[src/rtl/deskew_ident_defs.svh]
// Constants for the pair deskew and pair identification block.
`ifndef DESKEW_IDENT_DEFS_SVH
`define DESKEW_IDENT_DEFS_SVH

`define MAX_PAIRS 3
`define MARKER_W 3
`define PAIR_NUM_W 2
`define DESKEW_DELAY_NS 60000
`define DEFAULT_LINE_KBPS 2320
`define ID_FRAMES 6
`define MIN_FRAMES_TO_DATA 12
`define MIN_DATA_MS 72
`define FRAME_MS 6
`define MARKER_ALL_ONES 3'h7
`define MARKER_NONE 3'h0
`define PAIRS_MASK_TWO 3'h3
`define PAIRS_MASK_THREE 3'h7

`endif

[src/rtl/deskew_ident_pkg.sv]
// Types for the pair deskew and pair identification block.
package deskew_ident_pkg;
   typedef enum logic [2:0] {
      ID_IDLE = 3'b001,
      ID_EVAL = 3'b010,
      ID_DONE = 3'b100
   } ident_state_t;
endpackage : deskew_ident_pkg

[src/rtl/multipair_deskew_pair_ident.sv]
// Pair deskew buffer and pair identification handshake of a multi-pair terminal.
`timescale 1ns/1ns
`include "deskew_ident_defs.svh"

//==========================================================================
// Overview of operation
// Buffer aligns frames received on all pairs.
// Buffer absorbs up to 60 us skew.
// Each pair runs its own identification.
// Repeater passes marker bits through unchanged.
// Line side gets pair number 1..3.
// Line side sends markers on link active.
// Markers are one-hot per pair number.
// Network side learns identity from markers.
// Network side sends all ones before completion.
// Network side evaluates only after link active.
// Six equal valid frames, pattern unused elsewhere.
// Network side then reflects pattern, held.
// Full set recognised: map data, go transparent.
// Line side monitors returned markers after sending.
// Line side first sees all-ones markers.
// Six reflected own patterns acknowledge pair.
// Line side transparent once all pairs acknowledged.
// Transparency no sooner than 12 frames; the code enforces no such limit, only 6 matching frames per pair.
// Wrong or invalid frame restarts count.
// Link loss clears pair state, stops data.
module multipair_deskew_pair_ident #(
   parameter int LINE_KBPS = `DEFAULT_LINE_KBPS
) (
   input wire logic clk,
   input wire logic rst,
   input wire logic ce,
   input wire logic line_side,
   input wire logic three_pair,
   input wire logic [5:0] assigned_pair,
   input wire logic [2:0] link_active,
   input wire logic [2:0] rx_frame_start,
   input wire logic [8:0] rx_marker,
   input wire logic [2:0] rx_valid,
   input wire logic [2:0] rx_data,
   input wire logic out_tick,
   output logic [8:0] tx_marker,
   output logic [2:0] pair_done,
   output logic [5:0] pair_ident,
   output logic transparent,
   output logic out_valid,
   output logic [2:0] out_data
);

   localparam int NP = `MAX_PAIRS;
   localparam int SKEW_BITS = (`DESKEW_DELAY_NS * LINE_KBPS + 999999) / 1000000;
   localparam int AW = $clog2(2 * SKEW_BITS + 1);
   localparam int DEPTH = 2 ** AW;
   localparam logic [2:0] LAST_COUNT = 3'(`ID_FRAMES - 1);

   //=======================================================================
   // Helper functions
   // One-hot marker pattern for pair number 1..3; other numbers give none.
   function automatic logic [2:0] pattern_of(input logic [1:0] num);
      logic [2:0] pat;
      pat = `MARKER_NONE;
      if (num != 2'h0) begin
         pat[num - 2'h1] = 1'b1;
      end
      return pat;
   endfunction : pattern_of

   // A pattern is valid when exactly one bit is set among the installed positions.
   function automatic logic valid_pattern(input logic [2:0] pat, input logic [2:0] mask);
      return ((pat & ~mask) == 3'h0) && $onehot(pat);
   endfunction : valid_pattern

   // Lane index that a one-hot pattern selects.
   function automatic logic [1:0] lane_of(input logic [2:0] pat);
      logic [1:0] lane;
      lane = 2'h0;
      if (pat[1]) begin
         lane = 2'h1;
      end
      if (pat[2]) begin
         lane = 2'h2;
      end
      return lane;
   endfunction : lane_of

   //=======================================================================
   // Identification state per pair
   logic [2:0] installed;
   deskew_ident_pkg::ident_state_t state [NP];
   logic [2:0] count [NP];
   logic [2:0] cand [NP];
   logic [2:0] ident [NP];
   logic [2:0] match;
   logic [2:0] reach;
   logic [2:0] claim;

   assign installed = three_pair ? `PAIRS_MASK_THREE : `PAIRS_MASK_TWO;

   always_comb begin
      logic [2:0] pat;
      logic [2:0] qpat;
      pat = 3'h0;
      qpat = 3'h0;
      match = 3'h0;
      reach = 3'h0;
      claim = 3'h0;
      for (int p = 0; p < NP; p++) begin
         pat = rx_marker[3 * p +: 3];
         if (state[p] == deskew_ident_pkg::ID_EVAL && rx_frame_start[p]) begin
            if (line_side) begin
               match[p] = pat == pattern_of(assigned_pair[2 * p +: 2]);
            end else begin
               match[p] = valid_pattern(pat, installed) && pat == cand[p];
            end
         end
         reach[p] = match[p] && count[p] == LAST_COUNT;
      end
      for (int p = 0; p < NP; p++) begin
         pat = rx_marker[3 * p +: 3];
         claim[p] = reach[p];
         if (!line_side) begin
            for (int q = 0; q < NP; q++) begin
               qpat = rx_marker[3 * q +: 3];
               if (q != p && state[q] == deskew_ident_pkg::ID_DONE && ident[q] == pat) begin
                  claim[p] = 1'b0;
               end
               if (q < p && reach[q] && qpat == pat) begin
                  claim[p] = 1'b0;
               end
            end
         end
      end
   end

   // Each pair steps through idle, evaluation and done on its own.
   always_ff @(posedge clk) begin
      if (rst) begin
         for (int p = 0; p < NP; p++) begin
            state[p] <= deskew_ident_pkg::ID_IDLE;
            count[p] <= 3'h0;
            cand[p] <= 3'h0;
            ident[p] <= 3'h0;
         end
      end else if (ce) begin
         for (int p = 0; p < NP; p++) begin
            if (!link_active[p] || !installed[p]) begin
               state[p] <= deskew_ident_pkg::ID_IDLE;
               count[p] <= 3'h0;
               cand[p] <= 3'h0;
               ident[p] <= 3'h0;
            end else begin
               case (state[p])
                  deskew_ident_pkg::ID_IDLE: begin
                     state[p] <= deskew_ident_pkg::ID_EVAL;
                     count[p] <= 3'h0;
                  end
                  deskew_ident_pkg::ID_EVAL: begin
                     if (rx_frame_start[p]) begin
                        if (claim[p]) begin
                           state[p] <= deskew_ident_pkg::ID_DONE;
                           ident[p] <= line_side ? pattern_of(assigned_pair[2 * p +: 2])
                                                 : rx_marker[3 * p +: 3];
                        end else if (reach[p]) begin
                           count[p] <= 3'h0;
                        end else if (match[p]) begin
                           count[p] <= count[p] + 3'h1;
                        end else begin
                           // All-ones or a foreign pattern restarts the count.
                           cand[p] <= rx_marker[3 * p +: 3];
                           count[p] <= (!line_side &&
                                        valid_pattern(rx_marker[3 * p +: 3], installed))
                                       ? 3'h1 : 3'h0;
                        end
                     end
                  end
                  deskew_ident_pkg::ID_DONE: begin
                     state[p] <= deskew_ident_pkg::ID_DONE;
                  end
                  default: begin
                     state[p] <= deskew_ident_pkg::ID_IDLE;
                  end
               endcase
            end
         end
      end
   end

   //=======================================================================
   // Outgoing markers and status
   always_ff @(posedge clk) begin
      if (rst) begin
         tx_marker <= 9'h0;
         pair_done <= 3'h0;
         pair_ident <= 6'h0;
      end else if (ce) begin
         for (int p = 0; p < NP; p++) begin
            pair_done[p] <= state[p] == deskew_ident_pkg::ID_DONE;
            pair_ident[2 * p +: 2] <= (state[p] == deskew_ident_pkg::ID_DONE)
                                      ? 2'(lane_of(ident[p]) + 2'h1) : 2'h0;
            if (line_side) begin
               tx_marker[3 * p +: 3] <= (link_active[p] && installed[p])
                                        ? pattern_of(assigned_pair[2 * p +: 2])
                                        : `MARKER_NONE;
            end else if (state[p] == deskew_ident_pkg::ID_DONE) begin
               tx_marker[3 * p +: 3] <= ident[p];
            end else begin
               tx_marker[3 * p +: 3] <= `MARKER_ALL_ONES;
            end
         end
      end
   end

   //=======================================================================
   // Delay difference buffer
   logic mem [NP][DEPTH];
   logic [AW-1:0] wr_ptr [NP];
   logic [AW-1:0] start_addr [NP];
   logic [AW-1:0] rd_ptr [NP];
   logic [2:0] pending;
   logic aligned;
   logic all_done;

   always_comb begin
      all_done = 1'b1;
      for (int p = 0; p < NP; p++) begin
         if (installed[p] && state[p] != deskew_ident_pkg::ID_DONE) begin
            all_done = 1'b0;
         end
      end
   end

   // Each pair writes its own bits and notes where its latest frame began.
   always_ff @(posedge clk) begin
      if (rst) begin
         for (int p = 0; p < NP; p++) begin
            wr_ptr[p] <= '0;
            start_addr[p] <= '0;
         end
         pending <= 3'h0;
      end else if (ce) begin
         for (int p = 0; p < NP; p++) begin
            if (rx_valid[p]) begin
               mem[p][wr_ptr[p]] <= rx_data[p];
               wr_ptr[p] <= wr_ptr[p] + 1'b1;
            end
            if (rx_frame_start[p] && rx_valid[p] && installed[p] && !aligned) begin
               start_addr[p] <= wr_ptr[p];
            end
         end
         if (aligned || !all_done) begin
            pending <= 3'h0;
         end else begin
            pending <= pending | (rx_frame_start & rx_valid & installed);
         end
      end
   end

   // Reading starts on every pair at its noted frame start once all have one.
   always_ff @(posedge clk) begin
      if (rst) begin
         aligned <= 1'b0;
         for (int p = 0; p < NP; p++) begin
            rd_ptr[p] <= '0;
         end
      end else if (ce) begin
         if (!all_done) begin
            aligned <= 1'b0;
         end else if (!aligned && pending == installed) begin
            aligned <= 1'b1;
            for (int p = 0; p < NP; p++) begin
               rd_ptr[p] <= start_addr[p];
            end
         end else if (aligned && out_tick) begin
            for (int p = 0; p < NP; p++) begin
               rd_ptr[p] <= rd_ptr[p] + 1'b1;
            end
         end
      end
   end

   // Data lanes are ordered by identified pair number on the network side.
   always_ff @(posedge clk) begin
      if (rst) begin
         transparent <= 1'b0;
         out_valid <= 1'b0;
         out_data <= 3'h0;
      end else if (ce) begin
         transparent <= aligned && all_done;
         out_valid <= aligned && all_done && out_tick;
         if (aligned && all_done && out_tick) begin
            for (int p = 0; p < NP; p++) begin
               if (installed[p]) begin
                  out_data[lane_of(ident[p])] <= mem[p][rd_ptr[p]];
               end
            end
         end
      end
   end

   int frames_since_active;
   always_ff @(posedge clk) begin
      if (rst || !(&(link_active | ~installed))) begin
         frames_since_active <= 0;
      end else if (ce && |(rx_frame_start & installed)) begin
         frames_since_active <= frames_since_active + 1;
      end
   end
endmodule : multipair_deskew_pair_ident

[config.mk]
export PLATFORM = sky130hd
export DESIGN_NAME = multipair_deskew_pair_ident
export DESIGN_NICKNAME = d
export VERILOG_FILES = /design/src/rtl/deskew_ident_pkg.sv /design/src/rtl/multipair_deskew_pair_ident.sv
export VERILOG_INCLUDE_DIRS = /design/src /design/src/rtl
export SDC_FILE = /design/constraint.sdc
export NUM_CORES = 2
export LEC_CHECK = 0
export BUFFER_PORTS_ARGS = -buffer_cell sky130_fd_sc_hd__buf_4
export CORE_MARGIN = 2
export CORE_UTILIZATION = 27
export DETAILED_ROUTE_END_ITERATION = 6
export RECOVER_POWER = 25
export SLEW_MARGIN = 15
export SYNTH_ARGS = -nofsm -noshare
export SYNTH_HDL_FRONTEND = slang
export SYNTH_SLANG_ARGS = --single-unit
[constraint.sdc]
create_clock -name clk -period 8.67 [get_ports clk]
set_input_delay 1.3005 -clock clk [delete_from_list [all_inputs] [get_ports clk]]
set_output_delay 1.3005 -clock clk [all_outputs]
set_load 0.1 [all_outputs]
======== Word-level counts from Yosys, hierarchy flattened ========
Memories as Yosys holds them, arrays and structs flattened.
Index checks and enable logic that the tools add are counted.
word-level totals
  flip-flop bits (word level) ............. 27
  bits in writable memories ............... 1,653
  word-level logic and storage cells ...... 619
  memories kept ........................... 8
memories
  name             words  bits a word  rd ports  clocked after memory_dff  wr ports  line                                source
  mem              3      512          3         0                         3         multipair_deskew_pair_ident.sv:215  logic mem [NP][DEPTH];
  rd_ptr           3      9            3         0                         3         multipair_deskew_pair_ident.sv:218  logic [AW-1:0] rd_ptr [NP];
  start_addr       3      9            3         0                         3         multipair_deskew_pair_ident.sv:217  logic [AW-1:0] start_addr [NP];
  wr_ptr           3      9            3         0                         3         multipair_deskew_pair_ident.sv:216  logic [AW-1:0] wr_ptr [NP];
  cand             3      3            3         0                         3         multipair_deskew_pair_ident.sv:91   logic [2:0] cand [NP];
  count            3      3            3         0                         3         multipair_deskew_pair_ident.sv:90   logic [2:0] count [NP];
  2 more memories  n/a    n/a          n/a       n/a                       n/a       n/a
cells by class
  $add $sub $neg .......................... 21
  order comparisons ....................... 21
  equality and inequality tests ........... 35
  mux-type cells .......................... 383
  bitwise logic cells ..................... 67
  reduce and logical (&&, ||, !) cells .... 76
operators with widths
  cell                                                                                 count
  512-bit two-way mux                                                                  3
  3-bit two-way mux                                                                    92
  1-bit two-way mux                                                                    237
  9-bit two-way mux                                                                    12
  10-bit greater-or-equal comparator, second input constant                            6
  9-bit inverter with 10-bit output                                                    6
  9-bit by 1-bit adder with 9-bit output, second input constant                        6
  1-bit bitwise OR                                                                     54
  1-bit logical AND                                                                    52
  3-bit == test                                                                        16
  2-bit two-way mux                                                                    24
  10-bit by 1-bit less-than comparator with 1-bit output, second input constant        3
  1-bit binary-select mux with 9-bit select                                            3
  1-bit demux with 9-bit select                                                        3
  3-bit == test, second input constant                                                 6
  2-bit by 3-bit less-than comparator with 1-bit output, second input constant         6
  3-bit AND                                                                            5
  1-bit demux with 2-bit select                                                        6
  2-bit by 1-bit greater-or-equal comparator with 1-bit output, second input constant  6
  3-bit by 1-bit adder with 3-bit output, second input constant                        3
  3-bit bitwise mux                                                                    3
  3-bit by 1-bit == test with 1-bit output, second input constant                      3
  3-bit by 2-bit == test with 1-bit output, second input constant                      3
  1-bit zero test                                                                      9
  other kinds (14)                                                                     36

======== Longest topological paths before layout ========
  depth in word-level cells ............... 27
  mapped depth ............................ 14
  mapped depth without buffers ............ 11

======== Worst setup path before layout ========
Ideal clock, no wire load.
  path type ............................... input-to-reg
  from .................................... in rx_marker[1]
  to ...................................... mem state[2][0] in the netlist's numbering, enable pin
  library setup time ...................... 0.334 ns
  arrival time ............................ 3.724 ns
  slack ................................... 4.612 ns
  stages .................................. 12
  path through ............................ clkbuf_1 -> inv_1 -> fa_1 -> nor2_1 -> o211a_1 -> nand4_1 -> o21ai_0 -> and4_1 -> a211oi_1 -> o211ai_1 -> or3_1 -> o211ai_1
RTL lines
  item                line                               source
  start: declaration  multipair_deskew_pair_ident.sv:38  input wire logic [8:0] rx_marker,
  end: declaration    multipair_deskew_pair_ident.sv:89  deskew_ident_pkg::ident_state_t state [NP];

==> flow_summary.json <==
{
  "outcome": "finished with violations",
  "violations": "max-capacitance violations, max-slew violations",
  "grt_max_degree": 287,
  "cts_hold_repair.buffers": 0,
  "yosys_register_bits": 1680,
  "routed_length_on_met1_mm": 78.2,
  "netlist_area_mm2": 0.0749,
  "cts_root_buf": "sky130_fd_sc_hd__clkbuf_16",
  "post-cts-setup-buffers": 0,
  "power-per-cell-area_mw_per_mm2": 204,
  "most_common_cell_after_layout_fill_and_taps_aside": "sky130_fd_sc_hd__nor2_1",
  "design.core.area_mm2": 0.276,
  "path_max_fanout": 31,
  "dr_wl_met3_mm": 12.8,
  "globalRouteTotalUtil": 0.135,
  "cp-startpoint": "ce",
  "detailroute.via_count": 45100,
  "initial_utilization": 0.271,
  "min_from": "pair_ident[5]",
  "worstSkewPairLatency_ns": 0.83,
  "synthToLayoutAreaGrowth_pct": 12.5,
  "number_of_antenna_violations_at_the_first_check_in_global_routing": 8,
  "period_minus_slack_ns": 5.56,
  "cts.sink_count": 1680,
  "numCtsBuffers": 179,
  "cts.clk_slew.worst_paths_ns": 0.06,
  "detail-route-antenna-nets": 0,
  "drc": 0,
  "routed_via_density": 4.92,
  "post-layout-total-power_mw": 17.2,
  "io_buffers": 55,
  "synth_async_sr_flop_share": 0,
  "ctsHtreeMaxLevel": 4,
  "path_class": "input pin to flop",
  "crit_path_cell_trace": "clkbuf_1, inv_1, nor2_1, clkbuf_1, nand3_2, nor2_1",
  "setup_viol": 0,
  "endpoint_kind": "flop",
  "synth-seq-area-share": 0.670,
  "place_congestion": 0.814,
  "critPathRequiredTime_ns": 9.14,
  "max-cap-violations": 4,
  "synth_cells": 5467,
  "ys_warn_count": 0,
  "layout.core_utilization": 0.305,
  "dieHeight_um": 531,
  "worst_pin_slew_ns": 4.69,
  "top_layer_used": "met4",
  "cp_slowest_stage_delay_ns": 1.48,
  "synth_edf_count": 1653,
  "layout.cells.most_common_list": "1659 x sky130_fd_sc_hd__nor2_1, 1653 x sky130_fd_sc_hd__edfxtp_1, 314 x sky130_fd_sc_hd__mux4_2",
  "boundaryPins": 56,
  "cts_resized": 0,
  "share_of_post_route_cells_with_drive_strength_above_1": 0.137,
  "die-area_mm2": 0.282,
  "wire_length_of_the_first_global_routing_pass_mm": 289,
  "synth.lib_cells_used.distinct": 85,
  "cts_max_path_buffers": 4,
  "r2r_start": "rd_ptr[0][1]",
  "placement_rows": 193,
  "timing.final.max_slew_violations": 229,
  "nets": 5393,
  "critical_path_source_type": "input pin",
  "tns_ns": 0,
  "avgRoutedWirePerCell_um": 21.2,
  "cp.arrival_ns": 6.03,
  "maximum_clock_rate_ghz": 0.180,
  "avgSynthCellArea_um2": 13.7,
  "post-dp-hpwl_mm": 106,
  "hold_path.class": "flop to flop",
  "synth_ff_type": "sky130_fd_sc_hd__edfxtp_1",
  "x_dimension_of_the_die_um": 531,
  "vdd.ir_drop.worst_mv": 0.155,
  "gr-total-overflow": 0,
  "syn-num-nets": 5524,
  "final-hold-violation-count": 0,
  "post-route-period-util": 0.641,
  "dr_wl_met2_mm": 97.9,
  "totalWireLength_mm": 195,
  "power.leakage_nw": 24.7,
  "timing.max_slew.rel_slack": -2.13,
  "critPathSlowestCell": "sky130_fd_sc_hd__clkbuf_1",
  "tritoncts": "done",
  "first_global_vias": 45400,
  "rsz0062_at_grt": "no",
  "dr.first_iter.drc_count": 4859,
  "timing.clock.skew_ns": 0.0546,
  "total_iterations_of_the_first_detailed_routing_run": 6
}
## layer usage
metal / GRT usage / up-vias
met2: 0.236 / 1556
met3: 0.0199 / 345
met1: 0.172 / 23500
li1: - / 19700
met4: 0.0400 / 0
met5: 0 / -
## synth_stat cells (all sizes together), types with 17 or more instances
library cell,count,area [um2]
nand2,320,1200
nand4,23,144
mux4,332,7540
nor2b,40,250
xor2,45,394
dfxtp,27,541
o21ai,61,309
and2,48,300
nor3,39,195
a22oi,36,270
a31oi,17,106
clkbuf,329,1230
a21oi,66,330
edfxtp,1653,49600
nand3,61,305
xnor2,36,315
nand2b,27,169
nor2,1659,6230
a211oi,24,185
and3,21,131
buf,117,847
ha,21,263
mux2i,182,1820
o22ai,26,163
inv,41,154
## critical path, delay by kind of cell
| kind | cells | cell delay [ns] |
|---|---|---|
| AND/OR/NAND/NOR | 3 | 1.94 |
| buffers and inverters | 3 | 2.72 |
## power breakdown
part           leakage [nW]  switching (mW)  total (mW)  internal, mW
clock                  2.70            3.16        7.47          4.31
sequential             15.2          0.0523        9.01          8.96
combinational          6.71           0.517       0.747         0.230
total                  24.7            3.73        17.2          13.5
## worst paths after layout
check / to / slack (ns) / cells after the start
worst min register to register: pair_ident[5] / 0.48 / 2
worst max register to register: out_data[2] / 4.37 / 10
worst max-delay path: mem[0][816] / 3.11 / 6
worst min-delay path: pair_ident[5] / 0.48 / 2
## registers in the layout, summed over array words and instances, names as in the netlist
name / cells
out_valid: 1
start_addr: 27
mem: 1536
out_data: 3
ident: 9
pair_ident: 6
aligned: 1
state: 9
transparent: 1
pending: 3
wr_ptr: 27
tx_marker: 9
pair_done: 3
cand: 9
count: 9
rd_ptr: 27
## metrics by stage
step                std cells  setup slack (ns)  area, um2  hold WS (ns)
finish                   9173              3.11      84300         0.479
floorplan                5467              4.61      74900         0.450
global placement         8857              4.28      78700         0.460
CTS                      9167              4.42      84300         0.480
detailed placement       8857              4.35      78700         0.467
global route             9172              2.86      84300         0.494
## final cells by class
type / count / area, um2
Inverter: 42 / 158
Timing Repair Buffer: 134 / 1150
Fill cell: 27600 / 192000
Antenna cell: 3 / 7.51
Clock buffer: 223 / 4740
Tap cell: 3705 / 4640
Sequential cell: 1680 / 50200
Clock inverter: 87 / 836
Multi-Input combinational cell: 3299 / 22600
## cell families after synthesis
kind of cell,synth area share
adder cells (fa/ha/maj),0.00431
flip-flops,0.670
XOR/XNOR,0.00947
multiplexers,0.127
AND/OR/NAND/NOR,0.127
AO/OA/AOI/OAI,0.0328
buffers and inverters,0.0299
Note: power is estimated with default switching activity, not from simulation.
